### src/fwp_pkg.sv
package fwp_pkg;

  // ----------------------------------------
  // Register byte offsets
  // ----------------------------------------
  localparam logic [7:0] REG_CMD = 8'h00;
  localparam logic [7:0] REG_ARG = 8'h04;
  localparam logic [7:0] REG_PASS_LO = 8'h08;
  localparam logic [7:0] REG_PASS_HI = 8'h0C;
  localparam logic [7:0] REG_STATUS = 8'h10;
  localparam logic [7:0] REG_CONFIG = 8'h14;
  localparam logic [7:0] REG_MODE = 8'h18;
  localparam logic [7:0] REG_SECTOR = 8'h1C;
  localparam logic [7:0] REG_OTP_LOCK = 8'h20;
  localparam logic [7:0] REG_RESULT = 8'h24;

  // ----------------------------------------
  // Field positions and widths
  // ----------------------------------------
  localparam int ST_STATUS_WRITE_DISABLE = 7;
  localparam int ST_BP_LSB = 2;
  localparam int ST_WEL = 1;
  localparam int CFG_LSB = 8;
  localparam int CFG_BOTTOM = 5;
  localparam int CFG_FREEZE = 0;
  localparam int MODE_LSB = 1;
  localparam int ARG_DATA_LSB = 16;
  localparam int SEC_PROT = 2;
  localparam int SEC_PSB = 1;
  localparam int SEC_DSB = 0;
  localparam int RES_BUSY = 2;
  localparam int RES_REFUSED = 1;
  localparam int RES_GRANTED = 0;
  localparam int CMD_W = 5;
  localparam int BP_W = 3;
  localparam int OTP_AW = 10;
  localparam int OTP_REGION_LSB = 5;
  localparam int OTP_HALF_BIT = 4;
  localparam int OTP_REGIONS = 32;
  localparam int PASS_W = 64;
  localparam int MIN_SECTORS = 64;

  // ----------------------------------------
  // Values
  // ----------------------------------------
  localparam logic [1:0] MODE_DEFAULT = 2'h3;
  localparam logic [1:0] MODE_PERSIST = 2'h2;
  localparam logic [1:0] MODE_PASSWORD = 2'h1;
  localparam logic [1:0] MODE_ILLEGAL = 2'h0;
  localparam logic [9:0] LOCK_BYTE_BASE = 10'h010;
  localparam logic [BP_W-1:0] BP_ALL = 3'h7;

  typedef enum logic [CMD_W-1:0] {
    CMD_NONE, CMD_WRITE_ENABLE_CMD, CMD_WRITE_DISABLE_CMD, CMD_PROGRAM, CMD_ERASE_4K, CMD_ERASE_SECTOR,
    CMD_ERASE_BULK, CMD_REG_WRITE, CMD_OTP_PROG, CMD_PSB_PROG, CMD_PSB_ERASE,
    CMD_DSB_WRITE, CMD_LOCK_WRITE, CMD_PASS_UNLOCK, CMD_PASS_PROG, CMD_GUARD_PROG,
    CMD_LEARN_PROG, CMD_SOFT_RESET
  } fwp_cmd_e;

  typedef struct packed {
    logic psel;
    logic penable;
    logic pwrite;
    logic [7:0] paddr;
    logic [31:0] pwdata;
  } fwp_apb_req_s;

  typedef struct packed {
    logic [31:0] prdata;
    logic pready;
    logic pslverr;
  } fwp_apb_rsp_s;

  typedef struct packed {
    logic go;
    fwp_cmd_e op;
    logic [15:0] target;
    logic [7:0] data;
  } fwp_op_req_s;

endpackage

### src/fwp_top.sv
// Operation
// - Each OTP lock byte guards eight regions, LSB lowest, next byte next eight.
// - Lock bit zero guards upper sixteen bytes of region zero, holding lock bytes.
// - Write enable command sets the write enable latch.
// - Latch clears at reset and on completing each listed modifying command.
// - Three-bit block protect code selects none, 1/64 up to half, or all.
// - Bottom select zero places protected range at top, one at bottom.
// - Sector protected when block or sector protection says so; refuse program, erase.
// - Freeze holds block protect controls and OTP area until power cycle.
// - Write protect pin low with status write disable blocks register writes.
// - Each sector has persistent and dynamic bit; either zero protects it.
// - Lock zero refuses program and erase of persistent sector bits.
// - Persistent mode sets lock to one at power-on and hardware reset.
// - Persistent mode: lock write clears lock; nothing sets it until reset.
// - Password mode clears lock at hardware reset; power-on loads lock one and mode 11.
// - Password mode sets lock only when supplied 64-bit password matches.
// - Password mode lock write clears the lock again.
// - Lock management mode comes from one-time programmable mode bits.
// - Mode 11 default persistent, 10 persistent, 01 password; making 00 fails.
// - Persistent bits program to zero singly, erase all to one together.
`timescale 1ns/1ps
module fwp_top #(
  parameter int NUM_SECTORS = 64
) (
  input wire logic clk_sys,
  input wire logic rstn,
  input wire logic ce,
  input wire fwp_pkg::fwp_apb_req_s apbReq,
  output fwp_pkg::fwp_apb_rsp_s apbRsp,
  input wire logic wpPinN,
  input wire logic hwResetPinN,
  output fwp_pkg::fwp_op_req_s opReq,
  output logic [NUM_SECTORS-1:0] sectorProt
);

  localparam int SW = $clog2(NUM_SECTORS);

  if (NUM_SECTORS < fwp_pkg::MIN_SECTORS || (NUM_SECTORS & (NUM_SECTORS - 1)) != 0) begin : g_chk
    $error("NUM_SECTORS must be a power of two of at least 64");
  end

  typedef enum logic {FWP_IDLE, FWP_EXEC} fwp_st_e;

  typedef struct packed {
    fwp_st_e st;
    fwp_pkg::fwp_cmd_e cmd;
    logic [31:0] arg;
    logic [fwp_pkg::PASS_W-1:0] passBuf;
    logic [fwp_pkg::PASS_W-1:0] passStore;
    logic write_enable_latch;
    logic status_write_disable;
    logic [fwp_pkg::BP_W-1:0] bp;
    logic bottom;
    logic freeze;
    logic [1:0] mode;
    logic lock;
    logic [NUM_SECTORS-1:0] psb;
    logic [NUM_SECTORS-1:0] dsb;
    logic [NUM_SECTORS-1:0] prot;
    logic [fwp_pkg::OTP_REGIONS-1:0] lockBits;
    logic granted;
    logic refused;
    fwp_pkg::fwp_op_req_s op;
    fwp_pkg::fwp_apb_rsp_s rsp;
  } fwp_state_s;

  fwp_state_s q;
  fwp_state_s d;

  logic [1:0] pinSync;
  logic wpLow;
  logic hwRstN;
  logic [NUM_SECTORS-1:0] blockVec;

  // ----------------------------------------
  // Pin synchronisers and block range decode
  // ----------------------------------------
  fwp_pin_sync #(.W(2), .RST(2'h3)) u_sync (
    .clk_sys(clk_sys),
    .rstn(rstn),
    .ce(ce),
    .pinIn({hwResetPinN, wpPinN}),
    .pinOut(pinSync)
  );

  assign wpLow = !pinSync[0];
  assign hwRstN = pinSync[1];

  fwp_block_decode #(.NUM_SECTORS(NUM_SECTORS)) u_dec (
    .bpField(q.bp),
    .bottomSel(q.bottom),
    .blockProt(blockVec)
  );

  // ----------------------------------------
  // Next state
  // ----------------------------------------
  logic acc;
  logic ok;
  logic [SW-1:0] sec;
  logic [fwp_pkg::OTP_AW-1:0] otpAddr;
  logic otpGuard;
  logic [1:0] newMode;
  logic [4:0] region;

  always_comb begin
    d = q;
    d.rsp.pready = 1'b0;
    d.rsp.pslverr = 1'b0;
    d.op.go = 1'b0;
    acc = apbReq.psel && apbReq.penable;
    sec = q.arg[SW-1:0];
    otpAddr = q.arg[fwp_pkg::OTP_AW-1:0];
    region = otpAddr[fwp_pkg::OTP_AW-1:fwp_pkg::OTP_REGION_LSB];
    ok = 1'b0;
    newMode = q.mode & q.arg[fwp_pkg::MODE_LSB +: 2];
    // Region zero lower half holds factory data, only its upper half is guarded
    if (region == '0) begin
      otpGuard = otpAddr[fwp_pkg::OTP_HALF_BIT] && !q.lockBits[0];
    end else begin
      otpGuard = !q.lockBits[region];
    end
    // Sector view is a cycle late; a command never runs back to back with the one before
    d.prot = blockVec | ~q.psb | ~q.dsb;

    // APB: one wait state, answer prepared in the first access cycle
    if (acc && !q.rsp.pready) begin
      d.rsp.pready = 1'b1;
      d.rsp.prdata = '0;
      unique case (apbReq.paddr)
        fwp_pkg::REG_CMD: begin
          d.rsp.prdata[fwp_pkg::CMD_W-1:0] = q.cmd;
          d.rsp.pslverr = apbReq.pwrite && (q.st != FWP_IDLE);
        end
        fwp_pkg::REG_ARG: d.rsp.prdata = q.arg;
        fwp_pkg::REG_PASS_LO: d.rsp.prdata = '0;
        fwp_pkg::REG_PASS_HI: d.rsp.prdata = '0;
        fwp_pkg::REG_STATUS: begin
          d.rsp.prdata[fwp_pkg::ST_STATUS_WRITE_DISABLE] = q.status_write_disable;
          d.rsp.prdata[fwp_pkg::ST_BP_LSB +: fwp_pkg::BP_W] = q.bp;
          d.rsp.prdata[fwp_pkg::ST_WEL] = q.write_enable_latch;
        end
        fwp_pkg::REG_CONFIG: begin
          d.rsp.prdata[fwp_pkg::CFG_BOTTOM] = q.bottom;
          d.rsp.prdata[fwp_pkg::CFG_FREEZE] = q.freeze;
        end
        fwp_pkg::REG_MODE: d.rsp.prdata[fwp_pkg::MODE_LSB +: 2] = q.mode;
        fwp_pkg::REG_SECTOR: begin
          d.rsp.prdata[fwp_pkg::SEC_PROT] = q.prot[sec];
          d.rsp.prdata[fwp_pkg::SEC_PSB] = q.psb[sec];
          d.rsp.prdata[fwp_pkg::SEC_DSB] = q.dsb[sec];
          d.rsp.prdata[fwp_pkg::SEC_PROT + 1] = q.lock;
        end
        fwp_pkg::REG_OTP_LOCK: d.rsp.prdata = q.lockBits;
        fwp_pkg::REG_RESULT: begin
          d.rsp.prdata[fwp_pkg::RES_BUSY] = (q.st != FWP_IDLE);
          d.rsp.prdata[fwp_pkg::RES_REFUSED] = q.refused;
          d.rsp.prdata[fwp_pkg::RES_GRANTED] = q.granted;
        end
        default: d.rsp.pslverr = 1'b1;
      endcase
    end

    // Writes take effect on the completing edge
    if (acc && q.rsp.pready && apbReq.pwrite && !q.rsp.pslverr) begin
      unique case (apbReq.paddr)
        fwp_pkg::REG_CMD: begin
          d.cmd = fwp_pkg::fwp_cmd_e'(apbReq.pwdata[fwp_pkg::CMD_W-1:0]);
          d.st = FWP_EXEC;
          d.granted = 1'b0;
          d.refused = 1'b0;
        end
        fwp_pkg::REG_ARG: d.arg = apbReq.pwdata;
        fwp_pkg::REG_PASS_LO: d.passBuf[31:0] = apbReq.pwdata;
        fwp_pkg::REG_PASS_HI: d.passBuf[63:32] = apbReq.pwdata;
        default: d.arg = q.arg;
      endcase
    end

    // Command execution, one cycle
    if (q.st == FWP_EXEC) begin
      d.st = FWP_IDLE;
      unique case (q.cmd)
        fwp_pkg::CMD_WRITE_ENABLE_CMD: begin
          d.write_enable_latch = 1'b1;
          ok = 1'b1;
        end
        fwp_pkg::CMD_WRITE_DISABLE_CMD, fwp_pkg::CMD_SOFT_RESET: begin
          d.write_enable_latch = 1'b0;
          ok = 1'b1;
        end
        fwp_pkg::CMD_PROGRAM, fwp_pkg::CMD_ERASE_4K, fwp_pkg::CMD_ERASE_SECTOR: begin
          ok = q.write_enable_latch && !q.prot[sec];
          d.op.go = ok;
          d.write_enable_latch = 1'b0;
        end
        fwp_pkg::CMD_ERASE_BULK: begin
          ok = q.write_enable_latch && !(|q.prot);
          d.op.go = ok;
          d.write_enable_latch = 1'b0;
        end
        fwp_pkg::CMD_REG_WRITE: begin
          ok = q.write_enable_latch && !(wpLow && q.status_write_disable);
          if (ok) begin
            d.status_write_disable = q.arg[fwp_pkg::ST_STATUS_WRITE_DISABLE];
            d.freeze = q.freeze | q.arg[fwp_pkg::CFG_LSB + fwp_pkg::CFG_FREEZE];
            if (!q.freeze) begin
              d.bp = q.arg[fwp_pkg::ST_BP_LSB +: fwp_pkg::BP_W];
              d.bottom = q.arg[fwp_pkg::CFG_LSB + fwp_pkg::CFG_BOTTOM];
            end
          end
          d.write_enable_latch = 1'b0;
        end
        fwp_pkg::CMD_OTP_PROG: begin
          ok = q.write_enable_latch && !q.freeze && !otpGuard;
          d.op.go = ok;
          if (ok && otpAddr[fwp_pkg::OTP_AW-1:2] == fwp_pkg::LOCK_BYTE_BASE[9:2]) begin
            d.lockBits[{otpAddr[1:0], 3'h0} +: 8] =
              q.lockBits[{otpAddr[1:0], 3'h0} +: 8] & q.arg[fwp_pkg::ARG_DATA_LSB +: 8];
          end
          d.write_enable_latch = 1'b0;
        end
        fwp_pkg::CMD_PSB_PROG: begin
          ok = q.write_enable_latch && q.lock;
          if (ok) begin
            d.psb[sec] = 1'b0;
          end
          d.write_enable_latch = 1'b0;
        end
        fwp_pkg::CMD_PSB_ERASE: begin
          ok = q.write_enable_latch && q.lock;
          if (ok) begin
            d.psb = '1;
          end
          d.write_enable_latch = 1'b0;
        end
        fwp_pkg::CMD_DSB_WRITE: begin
          ok = 1'b1;
          d.dsb[sec] = q.arg[fwp_pkg::ARG_DATA_LSB];
        end
        fwp_pkg::CMD_LOCK_WRITE: begin
          ok = 1'b1;
          d.lock = 1'b0;
        end
        fwp_pkg::CMD_PASS_UNLOCK: begin
          ok = (q.mode == fwp_pkg::MODE_PASSWORD) && (q.passBuf == q.passStore);
          if (ok) begin
            d.lock = 1'b1;
          end
        end
        fwp_pkg::CMD_PASS_PROG: begin
          ok = q.write_enable_latch && (q.mode == fwp_pkg::MODE_DEFAULT);
          if (ok) begin
            d.passStore = q.passStore & q.passBuf;
          end
          d.write_enable_latch = 1'b0;
        end
        fwp_pkg::CMD_GUARD_PROG: begin
          ok = q.write_enable_latch && (q.mode == fwp_pkg::MODE_DEFAULT)
            && (newMode != fwp_pkg::MODE_ILLEGAL);
          if (ok) begin
            d.mode = newMode;
          end
          d.write_enable_latch = 1'b0;
        end
        fwp_pkg::CMD_LEARN_PROG: begin
          ok = q.write_enable_latch;
          d.write_enable_latch = 1'b0;
        end
        // CMD_NONE and codes above the last command land here
        default: ok = 1'b0;
      endcase
      d.granted = ok;
      d.refused = !ok;
      d.op.op = q.cmd;
      d.op.target = q.arg[15:0];
      d.op.data = q.arg[fwp_pkg::ARG_DATA_LSB +: 8];
    end

    // Hardware reset pin: volatile protection state only, freeze survives
    if (!hwRstN) begin
      d.st = FWP_IDLE;
      d.op.go = 1'b0;
      d.write_enable_latch = 1'b0;
      d.dsb = '1;
      d.lock = (q.mode != fwp_pkg::MODE_PASSWORD);
    end
  end

  // ----------------------------------------
  // State register
  // ----------------------------------------
  always_ff @(posedge clk_sys or negedge rstn) begin
    if (!rstn) begin
      q <= '0;
      q.st <= FWP_IDLE;
      q.passStore <= '1;
      q.mode <= fwp_pkg::MODE_DEFAULT;
      q.lock <= 1'b1;
      q.psb <= '1;
      q.dsb <= '1;
      q.lockBits <= '1;
    end else if (ce) begin
      q <= d;
    end
  end

  assign apbRsp = q.rsp;
  assign opReq = q.op;
  assign sectorProt = q.prot;

  // ----------------------------------------
  // Checks
  // ----------------------------------------
  wel_set_a: assert property (@(posedge clk_sys) disable iff (!rstn)
    (ce && q.st == FWP_EXEC && q.cmd == fwp_pkg::CMD_WRITE_ENABLE_CMD && hwRstN) |=> q.write_enable_latch)
    else $error("latch not set by write enable");

  wel_clear_a: assert property (@(posedge clk_sys) disable iff (!rstn)
    (ce && q.st == FWP_EXEC && (q.cmd == fwp_pkg::CMD_PROGRAM || q.cmd == fwp_pkg::CMD_WRITE_DISABLE_CMD ||
     q.cmd == fwp_pkg::CMD_REG_WRITE || q.cmd == fwp_pkg::CMD_OTP_PROG)) |=> !q.write_enable_latch)
    else $error("latch not cleared after command");

  op_guard_a: assert property (@(posedge clk_sys) disable iff (!rstn)
    (q.op.go && q.op.op == fwp_pkg::CMD_PROGRAM) |->
      $past(q.write_enable_latch) && !$past(q.prot[q.arg[SW-1:0]]))
    else $error("program started on protected sector");

  freeze_hold_a: assert property (@(posedge clk_sys) disable iff (!rstn)
    q.freeze |=> ($stable(q.bp) && $stable(q.bottom) && $stable(q.lockBits) && q.freeze))
    else $error("frozen controls changed");

  wp_block_a: assert property (@(posedge clk_sys) disable iff (!rstn)
    (ce && q.st == FWP_EXEC && q.cmd == fwp_pkg::CMD_REG_WRITE && wpLow && q.status_write_disable)
      |=> ($stable(q.status_write_disable) && $stable(q.bp) && $stable(q.bottom) && $stable(q.freeze)))
    else $error("register changed under write protect");

  lock_stays_a: assert property (@(posedge clk_sys) disable iff (!rstn)
    (!q.lock && q.mode != fwp_pkg::MODE_PASSWORD && hwRstN) |=> !q.lock)
    else $error("lock set without reset in persistent mode");

  psb_locked_a: assert property (@(posedge clk_sys) disable iff (!rstn)
    !q.lock |=> $stable(q.psb))
    else $error("persistent bits changed while locked");

  unlock_match_a: assert property (@(posedge clk_sys) disable iff (!rstn)
    ($rose(q.lock) && hwRstN) |->
      ($past(q.passBuf) == $past(q.passStore) && $past(q.mode) == fwp_pkg::MODE_PASSWORD))
    else $error("lock set without password match");

  mode_fixed_a: assert property (@(posedge clk_sys) disable iff (!rstn)
    (q.mode != fwp_pkg::MODE_DEFAULT) |=> ($stable(q.mode) && q.mode != fwp_pkg::MODE_ILLEGAL))
    else $error("mode field changed after selection");

  hw_lock_a: assert property (@(posedge clk_sys) disable iff (!rstn)
    (ce && !hwRstN) |=> (q.lock == ($past(q.mode) != fwp_pkg::MODE_PASSWORD)) && !q.write_enable_latch)
    else $error("hardware reset lock value wrong");

endmodule

### src/fwp_pin_sync.sv
`timescale 1ns/1ps
module fwp_pin_sync #(
  parameter int W = 2,
  parameter logic [W-1:0] RST = '1
) (
  input wire logic clk_sys,
  input wire logic rstn,
  input wire logic ce,
  input wire logic [W-1:0] pinIn,
  output logic [W-1:0] pinOut
);

  typedef struct packed {
    logic [W-1:0] s1;
    logic [W-1:0] s2;
    logic [W-1:0] s3;
    logic [W-1:0] out;
  } fwp_sync_s;

  fwp_sync_s q;
  fwp_sync_s d;

  // ----------------------------------------
  // Filter: accept a level once stages two and three agree
  // ----------------------------------------
  always_comb begin
    d = q;
    d.s1 = pinIn;
    d.s2 = q.s1;
    d.s3 = q.s2;
    for (int i = 0; i < W; i++) begin
      if (q.s2[i] == q.s3[i]) begin
        d.out[i] = q.s3[i];
      end
    end
  end

  always_ff @(posedge clk_sys or negedge rstn) begin
    if (!rstn) begin
      q.s1 <= RST;
      q.s2 <= RST;
      q.s3 <= RST;
      q.out <= RST;
    end else if (ce) begin
      q <= d;
    end
  end

  assign pinOut = q.out;

endmodule

### src/fwp_block_decode.sv
`timescale 1ns/1ps
module fwp_block_decode #(
  parameter int NUM_SECTORS = 64
) (
  input wire logic [fwp_pkg::BP_W-1:0] bpField,
  input wire logic bottomSel,
  output logic [NUM_SECTORS-1:0] blockProt
);

  localparam int CW = $clog2(NUM_SECTORS) + 1;

  logic [CW-1:0] count;

  // ----------------------------------------
  // Protected sector count: none for code zero, else all sectors shifted right by (7 - code)
  // ----------------------------------------
  always_comb begin
    if (bpField == '0) begin
      count = '0;
    end else begin
      count = CW'(NUM_SECTORS >> (fwp_pkg::BP_ALL - bpField));
    end
  end

  for (genvar s = 0; s < NUM_SECTORS; s++) begin : g_sec
    always_comb begin
      if (bottomSel) begin
        blockProt[s] = (CW'(s) < count);
      end else begin
        blockProt[s] = (CW'(s) >= (CW'(NUM_SECTORS) - count));
      end
    end
  end

endmodule

### config.mk
export PLATFORM = sky130hd
export DESIGN_NAME = fwp_top
export DESIGN_NICKNAME = d
export VERILOG_FILES = /design/src/fwp_pkg.sv /design/src/fwp_top.sv /design/src/fwp_pin_sync.sv /design/src/fwp_block_decode.sv
export SDC_FILE = /design/constraint.sdc
export NUM_CORES = 1
export LEC_CHECK = 0
export ABC_AREA = 1
export BUFFER_PORTS_ARGS = -buffer_cell sky130_fd_sc_hd__buf_2
export CAP_MARGIN = 30
export CORE_MARGIN = 2
export CORE_UTILIZATION = 57
export CTS_BUF_LIST = sky130_fd_sc_hd__clkbuf_16
export CTS_CLUSTER_DIAMETER = 150
export DETAILED_ROUTE_END_ITERATION = 12
export GPL_ROUTABILITY_DRIVEN = 1
export PLACE_DENSITY_LB_ADDON = 0.08
export SETUP_SLACK_MARGIN = 0.4
export SLEW_MARGIN = 0
export SYNTH_ARGS = -nofsm -noshare
export SYNTH_HDL_FRONTEND = slang
export SYNTH_SLANG_ARGS = --single-unit
### constraint.sdc
create_clock -name clk_sys -period 6.7 [get_ports clk_sys]
set_input_delay 1.34 -clock clk_sys [delete_from_list [all_inputs] [get_ports clk_sys]]
set_output_delay 1.34 -clock clk_sys [all_outputs]
set_load 0.01 [all_outputs]
Word-level counts from Yosys, hierarchy flattened
Cells that the tools add are included.

Bitwise operators: 11. $mul: 0. Shifts and indexed selects: 4. Equal/unequal tests: 42. Add/sub/neg operators: 3. Reduce and logical (&&, ||, !) cells: 62. Multiplexer cells: 118. Divide/modulo/power cells: 0. Order comparisons: 131.

Operators with widths (number): $mux 64 (4); $ge 6x7->1 const A (32); $lt 6x7->1 const A (32); $not 64->64 (3); $mux 138 (1); $and 64x64->64 (2); $mux 32 (4); $or 64x64->64 (2); $pmux 64 s2 (1); $ge 5x7->1 const A (16); $lt 5x7->1 const A (16); $mux 102 (1); $mux 1 (77); $bwmux 64 (1); $eq 64x64->1 (1); $reduce_or 64->1 (1); $ge 4x7->1 const A (8); $lt 4x7->1 const A (8); $pmux 24 s2 (1); $eq 5x4->1 const B (8); $bwmux 32 (1); $eq 8x5->1 const B (4); $shift 8x7->32 const A (1); $shiftx 32x6->8 (1); 60 further kinds (145).

Register bits: 474. ROM bits: 0. Output and inout bits: 128. Memories kept: 0. Memory bits (writable): 0. Latch bits: 0. Input bits: 48.

Depth between registers and ports, before layout
Gate-level depths: netlist of run 1.

Depth after elaboration: 11. Gate-level depth with buffers: 16. Gate-level depth less buffers: 15.

By module
From an unflattened synthesis of run 1, not the netlist that was laid out.

Cell total of the unflattened synthesis: 3130. Area, all modules: 25700.9 um2.

By module, submodules not included: fwp_top (cells an instance 2909, instances 1, sequential area each 11945.2 um2, area an instance 24483.5 um2); fwp_block_decode (cells an instance 177, instances 1, sequential area each 0.0 um2, area an instance 810.8 um2); fwp_pin_sync (cells an instance 44, instances 1, sequential area each 210.2 um2, area an instance 406.6 um2).

Least setup slack after synthesis of run 1
OpenSTA, ideal clock, no wires.

Path kind: input-to-reg. Start: input apbReq[33] in the netlist's numbering. End: register q (netlist bit otpAddr[3]). Arrival time: 2560 ps. Required time: 6570 ps. Cell stages on the path: 9. Setup slack: 4010 ps. Cell sequence: nor2_1 > nand2_1 > nor2_1 > nand3_1 > inv_2 > nand2_2 > clkbuf_1 > nand2_1 > o21ai_0.

Longest elaborated chain between the ends: 2.

Ends and longest elaborated chain: start, declared (RTL line fwp_top.sv:28) `input wire fwp_pkg::fwp_apb_req_s apbReq,`; $eq 8x3->1 (RTL line fwp_top.sv:166) `unique case (apbReq.paddr)`; $reduce_and 3->1 (no line); end, declared (RTL line fwp_top.sv:67) `fwp_state_s q;`.

Every way passes these cells. A chain may end at the register's enable or synchronous reset.

Final worst setup path of run 1
Start: register q (netlist bit otpAddr[0]). End: register q[87] in the netlist's numbering.

Longest elaborated chain between the ends: 4. Elaborated cells between the ends (all ways): 6. Classes of those cells: 1 x add/sub; 3 x shift; 1 x mux; 1 x bitwise.

Ends and longest elaborated chain: $shiftx 32x6->8 (RTL line fwp_top.sv:219) `q.lockBits[{otpAddr[1:0], 3'h0} +: 8] & q.arg[fwp_pkg::ARG_DATA_LSB +: 8];`; $and 8x8->8 (RTL line fwp_top.sv:219); $shiftx 8x7->32 (RTL line fwp_top.sv:218) `d.lockBits[{otpAddr[1:0], 3'h0} +: 8] =`; $bwmux 32 (*) (RTL line fwp_top.sv:218).

Mark *: on every way between the ends. The rest lies on a longest branch, timed or not.

==> flow_metrics.py, run 1 <==
metrics = {
    "synth": {
        "netlist_top_cells_area": "dfstp_2 24%, dfrtp_1 23%, nand2_1 11%",
        "ys_types": 53,
        "ys.flop_type": "dfrtp_1",
        "synth_xor_xnor_area_share_pct": 0,
        "synth_area_um2": 25500,
        "syn_inst": 3095,
        "yosysTopAreaCell": "dfstp_2",
        "syn_nets": 3216,
        "syn-mean-instance-area_um2": 8.23,
        "synth_seq_area_share_pct": 47.7,
        "synth_top_family_by_area": "simple AND/OR/NAND/NOR gates",
        "synth_enable_flop_cells": 0,
        "synthSimpleGateAreaFrac_pct": 18.9,
        "synth_top_cells_by_count": "743 x nand2_1, 349 x o21ai_0, 270 x inv_1, 239 x dfrtp_1, 235 x dfstp_2",
        "ys_seq_elements": 474,
        "synth_fa_ha_area_share_pct": 3.58,
        "synth.area.mux_share_pct": 2.83,
        "synth_top_area_share_pct": 24.2,
        "async_flop_share_pct": 100,
        "yosys_warnings": 0,
        "synth_compound_area_share_pct": 16.1,
        "synth_most_common_cell": "nand2_1",
    },
    "floorplan": {
        "initial_core_util_pct": 57.6,
        "die_width_um": 215,
        "core-area_um2": 44200,
        "fp.dieArea_um2": 46400,
        "ioPinCount": 176,
        "fp.dieH_um": 215,
        "rows": 77,
    },
    "layout": {
        "seq_area_um2": 12200,
        "area_delta_synth_final_pct": 7.40,
        "finalCoreUtilization_pct": 61.9,
        "finalNetCount": 3184,
        "multiInputGateArea_um2": 10600,
        "num-fill-cells": 3954,
        "drive_above_1_share_pct": 20.0,
    },
    "setup_path": {
        "crit_type": "flip-flop to flip-flop",
        "cp_max_fo": 69,
        "rr_worst_depth": 7,
        "cp-start-kind": "flip-flop",
        "worstPathArrival_ns": 4.35,
        "required_ns": 7.22,
        "cp-end-kind": "flip-flop",
    },
    "route": {
        "via_per_inst": 5.84,
        "drt-pass1-iter-count": 7,
        "drc_errors": 0,
        "avgRoutedWirePerCell_um": 20.5,
        "routed_wl_mm": 75.9,
        "num_vias": 21593,
        "ant_nets": 0,
        "first_iter_violations": 1941,
    },
    "cts": {
        "clock_latency_ns": 0.63,
        "cts_tree": "yes",
        "clk_pin_slew_worst_paths_ns": 0.06,
        "cts.sinks": 474,
        "cts_setup_buffers": 0,
        "ctsLongestPathBuffers": 3,
        "cts_buffers": 52,
        "cts_resized": 0,
        "cts-htree-levels": 2,
        "cts-root-buf": "clkbuf_16",
        "cts-hold-fix-buffers": 0,
    },
    "sta": {
        "maxSlewHeadroom_pct": 31.2,
        "clock_skew_ns": 0.0319,
        "slew_viol_final": 0,
        "clock.fmax_mhz": 261,
        "setup_violations": 0,
        "setup_tns_ns": 0,
        "rsz0062_at_grt": "false",
        "fin_crit_ns": 3.83,
        "worst_slew_pin_slew_ns": 1.03,
        "hold_viol": 0,
        "min_period_over_period_pct": 57.2,
    },
    "global_route": {
        "grt_use_total_pct": 32.9,
        "antenna_found_initial": 3,
        "grt_pass1_vias": 21167,
        "grt_overflow_total": 0,
        "grt_pass1_wl_mm": 120,
        "grt_max_degree": 162,
    },
    "placed_design": {
        "globalplace.congestion": 0.938,
        "io_buffer_count": 175,
        "hpwlAfterDp_mm": 50.1,
    },
    "power_and_ir_drop": {
        "power.density_nw_per_um2": 243,
        "ir_drop_v": 0.000308,
        "leakage_nw": 13.2,
    },
    "worst_hold_path": {
        "hold_class": "flip-flop to flip-flop",
        "min_path_cells": 2,
    },
    "run": {
        "drv_cap": 0,
    },
    "run_status": {
        "status": "finished, final reports clean",
    },
}
worst max-delay path, stage by stage, from the launching register on:
cell,delay [ns]
dfrtp_4,0.92
inv_2,0.46
buf_4,0.43
ha_1,0.63
clkinv_1,0.37
nor2_1,0.55
nand3_1,0.14
o21ai_0,0.10
routing by layer:
layer	vias to the layer above	global-route usage (%)	routed length, um
li1	10099	-	-
met1	10415	44.3	32000
met2	874	52.4	35100
met3	201	5.51	5430
met4	4	15.1	3420
met5	-	0	30
stage by stage:
stage	setup slack (ns)	hold slack (ns)	std cells	power [W]	cell area, um2
finish	2.87	0.472	3700	0.00666	27400
global placement	2.62	0.456	3598	0.00394	25700
detailed placement	2.59	0.459	3599	0.00396	25700
global route	2.62	0.488	3699	0.00693	27400
floorplan	4.01	0.444	3095	0.00375	25500
CTS	2.93	0.467	3697	0.00669	27300
placed cells by master (no fill, tap or decap), types with 9 or more instances in the layout:
cell type	count
buf_2	174
o31ai_1	34
a211oi_1	53
a22oi_1	9
clkinv_2	10
nand4_1	13
dfrtp_1	236
nor3_1	61
clkbuf_16	53
mux2_2	64
a41oi_1	16
dfstp_2	235
nor4_1	14
a21oi_1	181
buf_4	30
inv_1	283
ha_1	73
inv_2	13
nand2_1	738
o22ai_1	52
o21ai_0	349
clkinv_1	15
nand3_1	93
nor2_1	228
area by class of cell:
type	count	area share (%)
diodes	1	0.00914
well taps	592	2.71
clock inverters	45	1.02
flip-flops and latches	474	44.4
multi-input cells	2042	38.6
inverters	283	3.89
repair buffers	210	4.45
clock buffers	53	4.85
power by group:
part | switching [W] | internal, W
clock network | 0.00122 | 0.00152
registers | 0.000126 | 0.00314
logic | 0.000449 | 0.000214
total | 0.00179 | 0.00487
state kept, by name, indices dropped and copies added (netlist names):
register / cells
u_sync.q: 2
sectorProt: 64
opReq: 30
u_sync.d: 4
otpAddr: 10
apbRsp: 34
u_sync.pinOut: 2
q: 328
path summary, 6_finish.rpt:
check	to	from	slack (ns)
worst min register to register	u_sync.q[2]$_DFFE_PN1P_	u_sync.q[2]$_DFFE_PN1P_	0.47
worst max register to register	q[87]$_DFFE_PN1P_	otpAddr[0]$_DFFE_PN0P_	2.87
max in group asynchronous	otpAddr[0]$_DFFE_PN0P_	rstn	4.34
worst max-delay path	q[87]$_DFFE_PN1P_	otpAddr[0]$_DFFE_PN0P_	2.87
worst min-delay path	u_sync.q[2]$_DFFE_PN1P_	u_sync.q[2]$_DFFE_PN1P_	0.47
min in group asynchronous	sectorProt[47]$_DFFE_PN0P_	rstn	0.76
logic make-up (layout without fill, tap and decap cells):
family | Yosys count | count (layout)
and+or+nand+nor | 1177 | 1177
AOI/OAI and AO/OA | 728 | 728
buffers and inverters | 579 | 591
DFF | 474 | 474
adders and majority gates | 73 | 73
muxes | 64 | 64
other | 0 | 1
Note: power is estimated with default switching activity, not from simulation.
==> run 2: changes to the inputs <==
- clock period: 6.7 -> 3.96 ns (I/O delays scaled with it)
==> run 2 against run 1 <==
Compared with the run above: fmax is 24% higher; critical path type unchanged; power is 74% higher; via count is 1.8% higher; worst setup slack worse by 2.0 ns; hold slack worse by 0.34 ns; combinational power is 73% higher; largest cell class unchanged; non-clock buffer count is 14 higher; first-iteration DRC count is 12% higher; die area stayed put; sequential share of layout area is 0.36 points lower.
==> flow_metrics.py, run 2 (synthesized netlist as in run 1, its figures left out) <==
metrics = {
    "cts": {
        "cts_setup_buffers": 0,
        "ctsLongestPathBuffers": 3,
        "cts-htree-levels": 2,
        "cts_resized": 0,
        "cts_tree": "yes",
        "cts.sinks": 474,
        "cts-root-buf": "clkbuf_16",
        "clk_pin_slew_worst_paths_ns": 0.06,
        "cts-hold-fix-buffers": 0,
        "clock_latency_ns": 0.63,
        "cts_buffers": 51,
    },
    "run": {
        "drv_cap": 0,
    },
    "placed_design": {
        "hpwlAfterDp_mm": 52.9,
        "io_buffer_count": 175,
        "placed_area_um2": 25900,
        "dp_cells": 3615,
        "globalplace.congestion": 0.947,
        "dp_slack_ns": 1.05,
    },
    "floorplan": {
        "die_width_um": 215,
        "rows": 77,
        "ioPinCount": 176,
        "fp.dieArea_um2": 46400,
        "fp.dieH_um": 215,
        "core-area_um2": 44200,
        "initial_core_util_pct": 57.6,
    },
    "layout": {
        "stdcell_area_um2": 27600,
        "num-fill-cells": 3905,
        "largest_register": "q",
        "area_delta_synth_final_pct": 8.25,
        "layout_common_cells": "738 x nand2_1, 349 x o21ai_0, 285 x inv_1, 237 x dfrtp_1, 235 x dfstp_2",
        "finalCoreUtilization_pct": 62.4,
        "drive_above_1_share_pct": 20.5,
        "finalNetCount": 3197,
        "instances_no_fill": 3712,
        "mostFrequentLayoutCell": "nand2_1",
        "largest_reg_flops": 328,
    },
    "power_and_ir_drop": {
        "power.density_nw_per_um2": 420,
        "leakage_nw": 13.3,
        "ir_drop_v": 0.000361,
    },
    "global_route": {
        "antenna_found_initial": 4,
        "grt_pass1_wl_mm": 123,
        "grt_pass1_vias": 21633,
        "grt_overflow_total": 0,
        "grt_max_degree": 86,
        "grt_use_total_pct": 33.8,
    },
    "route": {
        "drc_errors": 0,
        "ant_nets": 0,
        "drt-pass1-iter-count": 6,
        "avgRoutedWirePerCell_um": 21.1,
        "first_iter_violations": 2168,
        "num_vias": 21980,
        "via_per_inst": 5.92,
        "routed_wl_mm": 78.5,
    },
    "worst_hold_path": {
        "hold_class": "input pin to async pin",
    },
    "sta": {
        "maxSlewHeadroom_pct": 28.0,
        "rsz0062_at_grt": "false",
        "hold_viol": 0,
        "worst_slew_pin_slew_ns": 1.08,
        "slew_viol_final": 0,
        "fin_ws_ns": 0.880,
        "clock_skew_ns": 0.0429,
        "setup_tns_ns": 0,
        "clock.fmax_mhz": 325,
        "min_period_over_period_pct": 77.8,
        "fin_crit_ns": 3.08,
        "setup_violations": 0,
    },
    "setup_path": {
        "cp-start-kind": "flip-flop",
        "cp-end-kind": "flip-flop",
        "r2r_setup_slack_ns": 0.88,
        "crit_type": "flip-flop to flip-flop",
        "crit_end": "apbRsp[2]$_DFFE_PN0P_",
        "required_ns": 4.46,
        "rr_worst_depth": 13,
        "cp_max_fo": 19,
        "startpoint": "otpAddr[2]$_DFFE_PN0P_",
        "r2r_start": "otpAddr[2]$_DFFE_PN0P_",
        "worstPathArrival_ns": 3.58,
        "worstReg2RegEnd": "apbRsp[2]$_DFFE_PN0P_",
    },
    "run_status": {
        "status": "finished, final reports clean",
    },
}
## run 2: cell count changes in the layout (fill, tap and decap cells not counted), moves of 2 or more
cell and delta:
clkinv_16 +2, buf_12 +2, buf_4 +13, clkinv_1 -8, bufinv_16 +5, clkinvlp_4 +2
clkbuf_16 -2, inv_1 +2, inv_16 -2
## run 2: worst max-delay path: stages, from the launching register on
cell     delay (ns)
dfrtp_1        0.81
nor2_1         0.23
nand2_1        0.84
o22ai_1        0.14
nor2_1         0.17
nand2_1        0.17
nand2_1        0.10
nand2_1        0.06
nor2_1         0.08
nand2_1        0.08
nand2_1        0.07
nand2_1        0.05
nand2_1        0.07
nand2_1        0.05
## run 2: how the worst min path moves through the flow
stage,startpoint,end,slack (ns),depth (start not counted)
2_1_floorplan,u_sync.d[4]$_DFFE_PN1P_,u_sync.d[4]$_DFFE_PN1P_,0.44,2
3_3_place_gp,u_sync.d[2]$_DFFE_PN1P_,u_sync.d[2]$_DFFE_PN1P_,0.46,2
3_5_place_dp,u_sync.d[2]$_DFFE_PN1P_,u_sync.d[2]$_DFFE_PN1P_,0.46,2
4_1_cts,rstn,sectorProt[47]$_DFFE_PN0P_,0.19,1
5_1_grt,rstn,sectorProt[47]$_DFFE_PN0P_,0.21,1
6_report,rstn,sectorProt[47]$_DFFE_PN0P_,0.13,1
## run 2: metal layers
layer	vias to the layer above	global-route usage [%]	part of all wire, %
li1	10121	-	-
met5	-	0	0.036
met4	4	15.7	4.7
met1	10638	44.9	41
met3	233	6.07	7.1
met2	984	54.4	47
## run 2: per-stage QoR
stage / total power, W / hold slack, ns
after detailed placement: 0.00674 / 0.463
after floorplan: 0.00634 / 0.444
after CTS: 0.0116 / 0.189
final: 0.0116 / 0.133
after global routing: 0.0120 / 0.209
after global placement: 0.00671 / 0.456
## run 2: layout make-up
cell class	count	area [um2]	share of cell area, %
clock inverter	45	438	1.59
inverter	283	1060	3.86
antenna	1	2.50	0.00907
tap	592	741	2.69
multi-input combinational	2042	10600	38.3
clock buffer	51	1280	4.63
timing repair buffer	224	1330	4.82
sequential	474	12200	44.1
## run 2: power breakdown
part / internal (W) / switching, W
Sequential: 0.00531 / 0.000234
Combinational: 0.000368 / 0.000778
Clock: 0.00281 / 0.00207
